`src/design/adccs_consts.svh`:
```
// Constants of the channel sequencer: field positions, codes, timing.
// Summary of operation
// - Scan singles or pairs, optional temperature slot
// - Scan runs from input 0 to last field
// - Scanned pairs: even input positive, odd input negative
// - High data at bit 13 starts update
// - Mode 01 updates settings without stopping scan
// - Pairing or last-channel change restarts scan
// - Bit 6 picks full or quarter bandwidth
// - Internal reference gives 2.5V or 4.096V
// - Internal reference also enables temperature sensor
// - Temperature results are straight binary codes
// - Six reference schemes, two buffered external
// - Mode field: off, update, scan+temp, scan
// - Load on 14th falling edge, then lock
`ifndef ADCCS_CONSTS_SVH
`define ADCCS_CONSTS_SVH

// Configuration word layout
`define ADCCS_CFG_W 14
`define ADCCS_CFG_RST 14'h3fff
`define ADCCS_OVR_BIT 13
`define ADCCS_INPUT_CONFIG_FIELD_HI 12
`define ADCCS_INPUT_CONFIG_FIELD_LO 10
`define ADCCS_PAIR_BIT 11
`define ADCCS_LAST_HI 9
`define ADCCS_LAST_LO 7
`define ADCCS_BW_BIT 6
`define ADCCS_REF_HI 5
`define ADCCS_REF_LO 3
`define ADCCS_SEQ_HI 2
`define ADCCS_SEQ_LO 1
`define ADCCS_RB_BIT 0

// Input configuration codes
`define ADCCS_INPUT_CONFIG_FIELD_TEMP 3'h3
`define ADCCS_INPUT_CONFIG_FIELD_GND 3'h7

// Reference scheme codes
`define ADCCS_REF_INT2V5 3'h0
`define ADCCS_REF_INT4V096 3'h1
`define ADCCS_REF_EXT_T 3'h2
`define ADCCS_REF_EXTBUF_T 3'h3
`define ADCCS_REF_EXT 3'h6
`define ADCCS_REF_EXTBUF 3'h7

// Sequencer mode codes
`define ADCCS_SEQ_OFF 2'h0
`define ADCCS_SEQ_UPD 2'h1
`define ADCCS_SEQ_SCANT 2'h2
`define ADCCS_SEQ_SCAN 2'h3

// Timing
`define ADCCS_CNT_W 12
`define ADCCS_CLK_NS 40
`define ADCCS_TCONV_MAX_NS 2200
`define ADCCS_TCONV_CYC \
  ((`ADCCS_TCONV_MAX_NS + `ADCCS_CLK_NS - 1) / `ADCCS_CLK_NS)

`endif

```
`src/design/adccs_pkg.sv`:
```
// Types of the channel sequencer.
`default_nettype none
`include "adccs_consts.svh"
package adccs_pkg;

  // Conversion state, one bit so Gray trivially
  typedef enum logic {
    ADCCS_IDLE = 1'b0,
    ADCCS_CONV = 1'b1
  } adccs_conv_t;

  // Serial loader state
  typedef struct packed {
    logic [3:0] cnt;
    logic [`ADCCS_CFG_W-1:0] sh;
    logic take;
    logic load;
  } adccs_shift_t;

  // Main state
  typedef struct packed {
    logic cnv_s1, cnv_s2, cnv_s3;
    logic sck_s1, sck_s2, sck_s3;
    logic din_s1, din_s2;
    adccs_conv_t st;
    logic [`ADCCS_CNT_W-1:0] cnt;
    logic [`ADCCS_CFG_W-1:0] cfg;
    logic [`ADCCS_CFG_W-1:0] pend;
    logic pend_v;
    logic locked;
    logic [1:0] mode;
    logic [2:0] chan;
    logic tslot;
    logic restarted;
    logic [2:0] pos;
    logic [2:0] neg;
    logic neg_pair;
    logic neg_com;
    logic temp_sel;
    logic quarter_bw;
    logic [3:0] refd;
    logic straight;
  } adccs_state_t;

endpackage
`default_nettype wire

```
`src/design/adccs_cfg_shift.sv`:
```
// Serial loader for the 14-bit configuration word.
`timescale 1ns/10ps
`default_nettype none
`include "adccs_consts.svh"
module adccs_cfg_shift
  import adccs_pkg::*;
(
  input wire logic mclk,
  input wire logic rst_b,
  input wire logic ce,
  input wire logic frame,
  input wire logic sck_fall,
  input wire logic din,
  input wire logic lock,
  output logic load,
  output logic [`ADCCS_CFG_W-1:0] word
);

  adccs_shift_t q, d; // Loader state and next value
  logic take; // Word accepted this frame

  // ----------------------------------------
  // Next state
  // ----------------------------------------
  always_comb begin
    d = q;
    take = q.take;
    d.load = 1'b0;
    if (frame) begin
      // New frame, look at the first edge again
      d.cnt = 4'h0;
      d.take = 1'b0;
    end else if (sck_fall && !lock && q.cnt != 4'(`ADCCS_CFG_W)) begin
      // First edge decides; low data means read only
      take = (q.cnt == 4'h0) ? din : q.take;
      d.take = take;
      if (take) begin
        d.sh = {q.sh[`ADCCS_CFG_W-2:0], din};
      end
      d.cnt = q.cnt + 4'h1;
      // Word complete on the 14th edge
      d.load = take && (q.cnt == 4'(`ADCCS_CFG_W - 1));
    end
  end

  // ----------------------------------------
  // Registers
  // ----------------------------------------
  always_ff @(posedge mclk) begin
    if (!rst_b) begin
      q <= '0;
    end else if (ce) begin
      q <= d;
    end
  end

  assign load = q.load;
  assign word = q.sh;
endmodule // adccs_cfg_shift
`default_nettype wire

```
`src/design/adccs_top.sv`:
```
// Converter control: sync, conversion timer, config apply, sequencer.
`timescale 1ns/10ps
`default_nettype none
`include "adccs_consts.svh"
module adccs_top
  import adccs_pkg::*;
#(
  parameter int unsigned CONV_CYCLES = `ADCCS_TCONV_CYC
) (
  input wire logic mclk,
  input wire logic rst_b,
  input wire logic ce,
  input wire logic convert_start,
  input wire logic sck,
  input wire logic din,
  output logic conv_busy,
  output logic [`ADCCS_CFG_W-1:0] cfg_word,
  output logic seq_active,
  output logic [2:0] mux_pos,
  output logic [2:0] mux_neg,
  output logic neg_pair,
  output logic neg_com,
  output logic temp_sel,
  output logic quarter_bw,
  output logic ref_int_en,
  output logic ref_4v096,
  output logic ref_buf_en,
  output logic temp_sensor_en,
  output logic straight_binary
);

  // ----------------------------------------
  // Decoders
  // ----------------------------------------
  // Reference scheme: {int_en, 4v096, buf_en, temp_en}
  function automatic logic [3:0] ref_dec(input logic [2:0] r);
    unique case (r)
      `ADCCS_REF_INT2V5: ref_dec = 4'hb;
      `ADCCS_REF_INT4V096: ref_dec = 4'hf;
      `ADCCS_REF_EXT_T: ref_dec = 4'h1;
      `ADCCS_REF_EXTBUF_T: ref_dec = 4'h3;
      `ADCCS_REF_EXT: ref_dec = 4'h0;
      `ADCCS_REF_EXTBUF: ref_dec = 4'h2;
      // Undefined codes power everything down
      default: ref_dec = 4'h0;
    endcase
  endfunction

  // Paired inputs when the middle input-config bit is low
  function automatic logic is_paired(input logic [`ADCCS_CFG_W-1:0] c);
    is_paired = !c[`ADCCS_PAIR_BIT];
  endfunction

  // ----------------------------------------
  // State
  // ----------------------------------------
  adccs_state_t q, d; // Whole block state and next value
  logic cnv_rise; // Start of a conversion frame
  logic sck_fall; // Falling serial clock
  logic conv_end; // Conversion time over
  logic ld; // Word loaded by the serial loader
  logic [`ADCCS_CFG_W-1:0] ld_word; // Loaded word
  logic [2:0] last; // Last channel field
  logic paired; // Pair mode of the active word
  logic at_last; // Sequencer sits on the last slot
  logic [2:0] nmode; // Mode field of the pending word, padded
  logic restart; // Sequence goes back to input 0
  logic seq_on; // Sequencer scanning

  // Edges on synchronised pins only; stage 1 feeds stage 2 alone
  assign cnv_rise = q.cnv_s2 && !q.cnv_s3;
  assign sck_fall = !q.sck_s2 && q.sck_s3;
  assign conv_end = (q.st == ADCCS_CONV) &&
                    (q.cnt == `ADCCS_CNT_W'(CONV_CYCLES - 1));
  assign last = q.cfg[`ADCCS_LAST_HI:`ADCCS_LAST_LO];
  assign paired = is_paired(q.cfg);
  assign seq_on = q.mode[1];

  // ----------------------------------------
  // Serial loader
  // ----------------------------------------
  adccs_cfg_shift u_shift (
    .mclk(mclk),
    .rst_b(rst_b),
    .ce(ce),
    .frame(cnv_rise),
    .sck_fall(sck_fall),
    .din(q.din_s2),
    .lock(q.locked),
    .load(ld),
    .word(ld_word)
  );

  // ----------------------------------------
  // Next state
  // ----------------------------------------
  always_comb begin
    d = q;
    nmode = {1'b0, q.pend[`ADCCS_SEQ_HI:`ADCCS_SEQ_LO]};
    restart = 1'b0;
    at_last = paired ? (q.chan[2:1] == last[2:1]) : (q.chan == last);
    d.restarted = 1'b0;

    // Two-stage synchronisers for the pins
    d.cnv_s1 = convert_start;
    d.cnv_s2 = q.cnv_s1;
    d.cnv_s3 = q.cnv_s2;
    d.sck_s1 = sck;
    d.sck_s2 = q.sck_s1;
    d.sck_s3 = q.sck_s2;
    d.din_s1 = din;
    d.din_s2 = q.din_s1;

    // Conversion timer; a second start while busy is ignored
    unique case (q.st)
      ADCCS_IDLE: begin
        if (cnv_rise) begin
          d.st = ADCCS_CONV;
          d.cnt = '0;
          // Advance one slot per started conversion
          if (seq_on) begin
            if (q.tslot) begin
              d.tslot = 1'b0;
              d.chan = 3'h0;
            end else if (at_last) begin
              // Temperature once after the last channel
              if (q.mode == `ADCCS_SEQ_SCANT) begin
                d.tslot = 1'b1;
              end else begin
                d.chan = 3'h0;
              end
            end else begin
              d.chan = q.chan + (paired ? 3'h2 : 3'h1);
            end
          end
        end
      end
      ADCCS_CONV: begin
        d.cnt = q.cnt + `ADCCS_CNT_W'(1);
        if (conv_end) begin
          d.st = ADCCS_IDLE;
          d.locked = 1'b0;
          // Pending word applies to the next acquisition
          if (q.pend_v) begin
            d.pend_v = 1'b0;
            d.cfg = q.pend;
            if (nmode[1:0] == `ADCCS_SEQ_UPD) begin
              // Keep scanning with new settings
              restart = (q.pend[`ADCCS_PAIR_BIT] !=
                         q.cfg[`ADCCS_PAIR_BIT]) ||
                        (q.pend[`ADCCS_LAST_HI:`ADCCS_LAST_LO] !=
                         last);
            end else begin
              // Any other mode value initialises
              d.mode = nmode[1:0];
              restart = 1'b1;
            end
            if (restart) begin
              // Sequence always starts at input 0
              d.chan = 3'h0;
              d.tslot = 1'b0;
              d.restarted = 1'b1;
            end
          end
        end
      end
    endcase

    // Loaded word waits; further data ignored until conversion ends.
    // Placed after the timer so the lock set beats the unlock there.
    if (ld) begin
      d.pend = ld_word;
      d.pend_v = 1'b1;
      d.locked = 1'b1;
    end

    // Mux and front-end controls from the active settings
    if (seq_on) begin
      // Even input positive, odd negative in pairs
      d.pos = paired ? {q.chan[2:1], 1'b0} : q.chan;
      d.neg = paired ? {q.chan[2:1], 1'b1} : 3'h0;
      d.temp_sel = q.tslot;
    end else begin
      // Sequencer off: the channel field selects directly
      d.pos = last;
      d.neg = paired ? (last ^ 3'h1) : 3'h0;
      d.temp_sel = q.cfg[`ADCCS_INPUT_CONFIG_FIELD_HI:`ADCCS_INPUT_CONFIG_FIELD_LO] ==
                   `ADCCS_INPUT_CONFIG_FIELD_TEMP;
    end
    d.neg_pair = paired;
    d.neg_com = !paired && (q.cfg[`ADCCS_INPUT_CONFIG_FIELD_HI:`ADCCS_INPUT_CONFIG_FIELD_LO] !=
                            `ADCCS_INPUT_CONFIG_FIELD_GND);
    d.quarter_bw = !q.cfg[`ADCCS_BW_BIT];
    d.refd = ref_dec(q.cfg[`ADCCS_REF_HI:`ADCCS_REF_LO]);
    // Sensor result is ground referred, straight binary
    d.straight = d.temp_sel || q.cfg[`ADCCS_INPUT_CONFIG_FIELD_HI];
  end

  // ----------------------------------------
  // Registers
  // ----------------------------------------
  // Clock enable low freezes everything, synchronisers included
  always_ff @(posedge mclk) begin
    if (!rst_b) begin
      q <= '0;
      q.cfg <= `ADCCS_CFG_RST;
      q.mode <= `ADCCS_SEQ_SCAN;
      q.quarter_bw <= 1'b0;
      q.refd <= 4'h2;
      q.straight <= 1'b1;
    end else if (ce) begin
      q <= d;
    end
  end

  // ----------------------------------------
  // Outputs
  // ----------------------------------------
  assign conv_busy = (q.st == ADCCS_CONV);
  assign cfg_word = q.cfg;
  assign seq_active = seq_on;
  assign mux_pos = q.pos;
  assign mux_neg = q.neg;
  assign neg_pair = q.neg_pair;
  assign neg_com = q.neg_com;
  assign temp_sel = q.temp_sel;
  assign quarter_bw = q.quarter_bw;
  assign ref_int_en = q.refd[3];
  assign ref_4v096 = q.refd[2];
  assign ref_buf_en = q.refd[1];
  assign temp_sensor_en = q.refd[0];
  assign straight_binary = q.straight;
endmodule // adccs_top
`default_nettype wire

```
`config.mk`:
```
export PLATFORM = sky130hd
export DESIGN_NAME = adccs_top
export DESIGN_NICKNAME = d
export VERILOG_FILES = /design/src/design/adccs_pkg.sv /design/src/design/adccs_cfg_shift.sv /design/src/design/adccs_top.sv
export VERILOG_INCLUDE_DIRS = /design/src /design/src/design
export SDC_FILE = /design/constraint.sdc
export NUM_CORES = 1
export LEC_CHECK = 0
export ABC_AREA = 1
export BUFFER_PORTS_ARGS = -buffer_cell sky130_fd_sc_hd__buf_2
export CAP_MARGIN = 15
export CORE_AREA = 2 2 74 111
export DETAILED_ROUTE_END_ITERATION = 6
export DIE_AREA = 0 0 76 113
export PLACE_DENSITY = 0.72
export SLEW_MARGIN = 30
export SYNTH_ARGS = -nofsm -noshare
export SYNTH_HDL_FRONTEND = slang
export SYNTH_SLANG_ARGS = --single-unit
```
`constraint.sdc`:
```
create_clock -name mclk -period 1.93 [get_ports mclk]
set_input_delay 0.2895 -clock mclk [delete_from_list [all_inputs] [get_ports mclk]]
set_output_delay 0.2895 -clock mclk [all_outputs]
set_load 0.02 [all_outputs]
```
==> impl_metrics.toml <==
[worst_setup_path]
regToRegEndpoint = "u_shift.word[5]"
cp_data_arrival_time_ns = 1.95
worst_setup_path_start_kind = "flop"
worstPathRequired_ns = 2.21
cp_slowest_stage_delay_ns = 0.41
critical_path.cell_chain = "inv_1 -> ha_1 -> nand3_1 -> nand3_1 -> nor2_1 -> nand2_1 -> nor2_4 -> buf_4 -> o21ai_0 -> nor2_1"
critical_path_peak_fanout = 14
worst_setup_path_end_kind = "flop"
criticalPathCategory = "flop to flop"
cell_with_the_largest_stage_delay_on_the_worst_path = "sky130_fd_sc_hd__dfxtp_1"
r2r.worst_path.cells = 10
cpLargestDelayFamily = "simple AND/OR/NAND/NOR gates"
critPathBufInv = 2
rrSetupSlack_ns = 0.26
critical_path.reg2reg.startpoint = "u_shift.q[16]"

[power_and_ir_drop]
internal_power_w = 0.00309
sequentialPowerShare_pct = 48.7
clock_power_share_pct = 45.9
p_per_area_nw_per_um2 = 880
total_power_after_layout_w = 0.00398
netSwitchingFraction_pct = 22.4
power_leakage_nw = 2.01
power.net_switching_w = 0.000892
vdd.ir_drop.worst_mv = 0.548
pwr-share-comb_pct = 5.4

[logic_synthesis]
synth_simple_gate_area_share_pct = 24.5
synth_fp_nets = 567
synth.distinct_cells = 35
main_combinational_cell_family_by_area_after_synthesis = "simple AND/OR/NAND/NOR gates"
ys_warn_count = 0
synth.area.top_cells = "sky130_fd_sc_hd__dfxtp_1 45%, sky130_fd_sc_hd__nand2_1 9.6%, sky130_fd_sc_hd__nor2_1 7.5%, sky130_fd_sc_hd__o21ai_0 7.5%, sky130_fd_sc_hd__a21oi_1 5.9%"
synth-compound-area-share_pct = 16.2
post-synth-top-area-fraction_pct = 44.6
ys_seq_area_share_pct = 44.6
avgSynthCellArea_um2 = 7.39
synth.area.mux_share_pct = 0
synth_adder_area_share_pct = 2.94
synth-seq-cells = 91
synth_xor_area_share_pct = 0.644
synth_cells = 552
synth_edf_count = 0
post_synthesis_async_set_or_reset_flop_share_pct = 0
syn-cell-area_um2 = 4080
yosysTopAreaCell = "sky130_fd_sc_hd__dfxtp_1"
synth-main-ff-cell = "sky130_fd_sc_hd__dfxtp_1"

[run]
max-cap-violations = 0

[clock_tree]
clkLatencyLatePin_ns = 0.35
cts_num_sinks = 91
cts_hold_repair.buffers = 0
tritoncts_clock_tree = "done"
cts.repair.resized = 0
cts_root_buf = "sky130_fd_sc_hd__clkbuf_16"
clk_transition_reported_paths_ns = 0.06
cts_inserted_buffers = 9
htree_num_levels = 3
clockBufferDepth = 2

[global_route]
antenna_found_initial = 0
globalRoute.totalOverflow = 0
grt_first_pass_wirelength_um = 15000
grt_start_max_net_pins = 50
first_global_vias = 3296
grt_use_total_pct = 21.9

[timing]
setup_total_negative_slack_ns = 0
final-setup-viol-count = 0
slew_headroom_pct = 59.3
timing.clock.skew_ns = 0.00654
max_slew.worst_pin.slew_ns = 0.609
report.final.hold_viol_count = 0
fmax_ghz = 0.598
timing.final.max_slew_violations = 0
layout_worst_path_cycle_share_pct = 86.7
post_layout_minimum_cycle_time_ns = 1.67
rsz0062_at_grt = "false"
setup_ws_ns = 0.257

[route]
detailedRoute.firstPassIterationCount = 5
drtAntennaViolNets = 0
drt-wirelength-per-cell_um = 13.3
drt_drc_violations_left = 0
drt-initial-drc-count = 166
vias = 3495
totalWireLength_um = 8950
drt-vias-per-instance = 5.18

[final_layout]
post-route-cell-area_um2 = 4520
design.final.nets = 583
layout_commonest_cell = "sky130_fd_sc_hd__nand2_1"
drive_above_1_share_pct = 15.7
finalNonFillerCells = 675
synthToLayoutAreaGrowth_pct = 10.9
mostFrequentLayoutCells = "104 x sky130_fd_sc_hd__nand2_1, 91 x sky130_fd_sc_hd__dfxtp_1, 82 x sky130_fd_sc_hd__nor2_1"
num_antenna_cells = 0

[placed_design]
dp_hpwl_um = 6370
dpl.cell_count = 658
post_dp_area_um2 = 4200
worst_slack_at_placement_ns = 0.144
place_congestion = 0.832
port-buffer-count = 36

[worst_hold_path]
min_delay_path_depth = 3
hold_path_class = "input pin to flop"
min_delay_worst_endpoint = "d[71]"
start_point_of_the_worst_min_delay_path = "convert_start"

[floorplan]
row_count = 39
die-area_um2 = 8590
io_pins = 37
die_width_um = 76
die_h_um = 113
initial_utilization_pct = 54.0
core_area_um2 = 7560

[outcome]
run_status = "complete, no violations"
[worst reg2reg max path, delay by kind of cell, from the launching register on]
kind | cells | cell delay [ns]
AO/OA/AOI/OAI | 1 | 0.09
AND/OR/NAND/NOR | 6 | 0.62
buffers and inverters | 2 | 0.29
adder cells (fa/ha/maj) | 1 | 0.20
flip-flops | 1 | 0.41
[what timing repair did]
action,4_1_cts,5_1_grt
buffers inserted,0,1
endpoints found under the hold margin,0,0
endpoints found under the setup margin,0,15
[cells by family (layout without fill, tap and decap cells)]
group           Yosys count  after routing
compound gates          123            123
xor+xnor                  3              3
fa+ha+maj                 9              9
buf+inv                  93            114
flops                    91             91
simple gates            233            233
[per-stage QoR]
step	hold slack, ns	utilization (%)
after global placement	0.437	55.6
after floorplan	0.424	-
after detailed placement	0.453	55.6
final	0.178	59.8
after CTS	0.164	59.7
after global routing	0.192	59.8
[power groups by stage]
stage / clock network [W] / registers [W] / logic, W
finish: 0.00183 / 0.00194 / 0.000216
global route: 0.00193 / 0.00194 / 0.000246
CTS: 0.00186 / 0.00194 / 0.000217
detailed placement: 0 / 0.00198 / 0.000216
global placement: 0 / 0.00198 / 0.000212
floorplan: 0 / 0.00198 / 0.000155
[state kept, by name, summed over array words and instances (netlist names), 2 cells and up]
signal	count
cfg_word	14
d	5
mux_neg	3
mux_pos	3
nmode	2
q	33
u_shift.q	5
u_shift.word	14
[worst max path at each step]
stage                              from          endpoint  slack, ns  depth (start not counted)
after detailed placement  u_shift.q[16]  u_shift.word[13]       0.14                         10
after global placement    u_shift.q[16]  u_shift.word[11]       0.21                         10
final                     u_shift.q[16]   u_shift.word[5]       0.26                         10
after floorplan           u_shift.q[16]  u_shift.word[13]       0.39                         11
after global routing      u_shift.q[16]   u_shift.word[5]       0.06                         10
after CTS                 u_shift.q[16]   u_shift.word[0]       0.14                         10
[area by class of cell]
cell class                      instances  area, um2
Tap cell                              102        128
Clock buffer                           12        267
Sequential cell                        91       1820
Timing Repair Buffer                   46        255
Multi-Input combinational cell        368       1810
Fill cell                             721       3040
Clock inverter                          4       47.5
Inverter                               52        198
[cell usage after synthesis (all sizes together) (2+ instances only)]
library cell,count
buf,28
a21oi,48
ha,8
a31oi,2
nand3,25
a211oi,3
dfxtp,91
o21ai,65
xnor2,2
or2,3
nand4,3
clkbuf,13
o211ai,5
nor2,91
nand2,109
inv,51
[layer usage]
layer | share of wire (%) | GRT usage (%) | wire (um)
met1 | 42 | 24.1 | 3740
met4 | 3.1 | 12.4 | 277
met2 | 52 | 38.7 | 4620
met5 | 0 | 0 | 0
met3 | 3.5 | 5.02 | 314
Note: power is estimated with default switching activity, not from simulation.
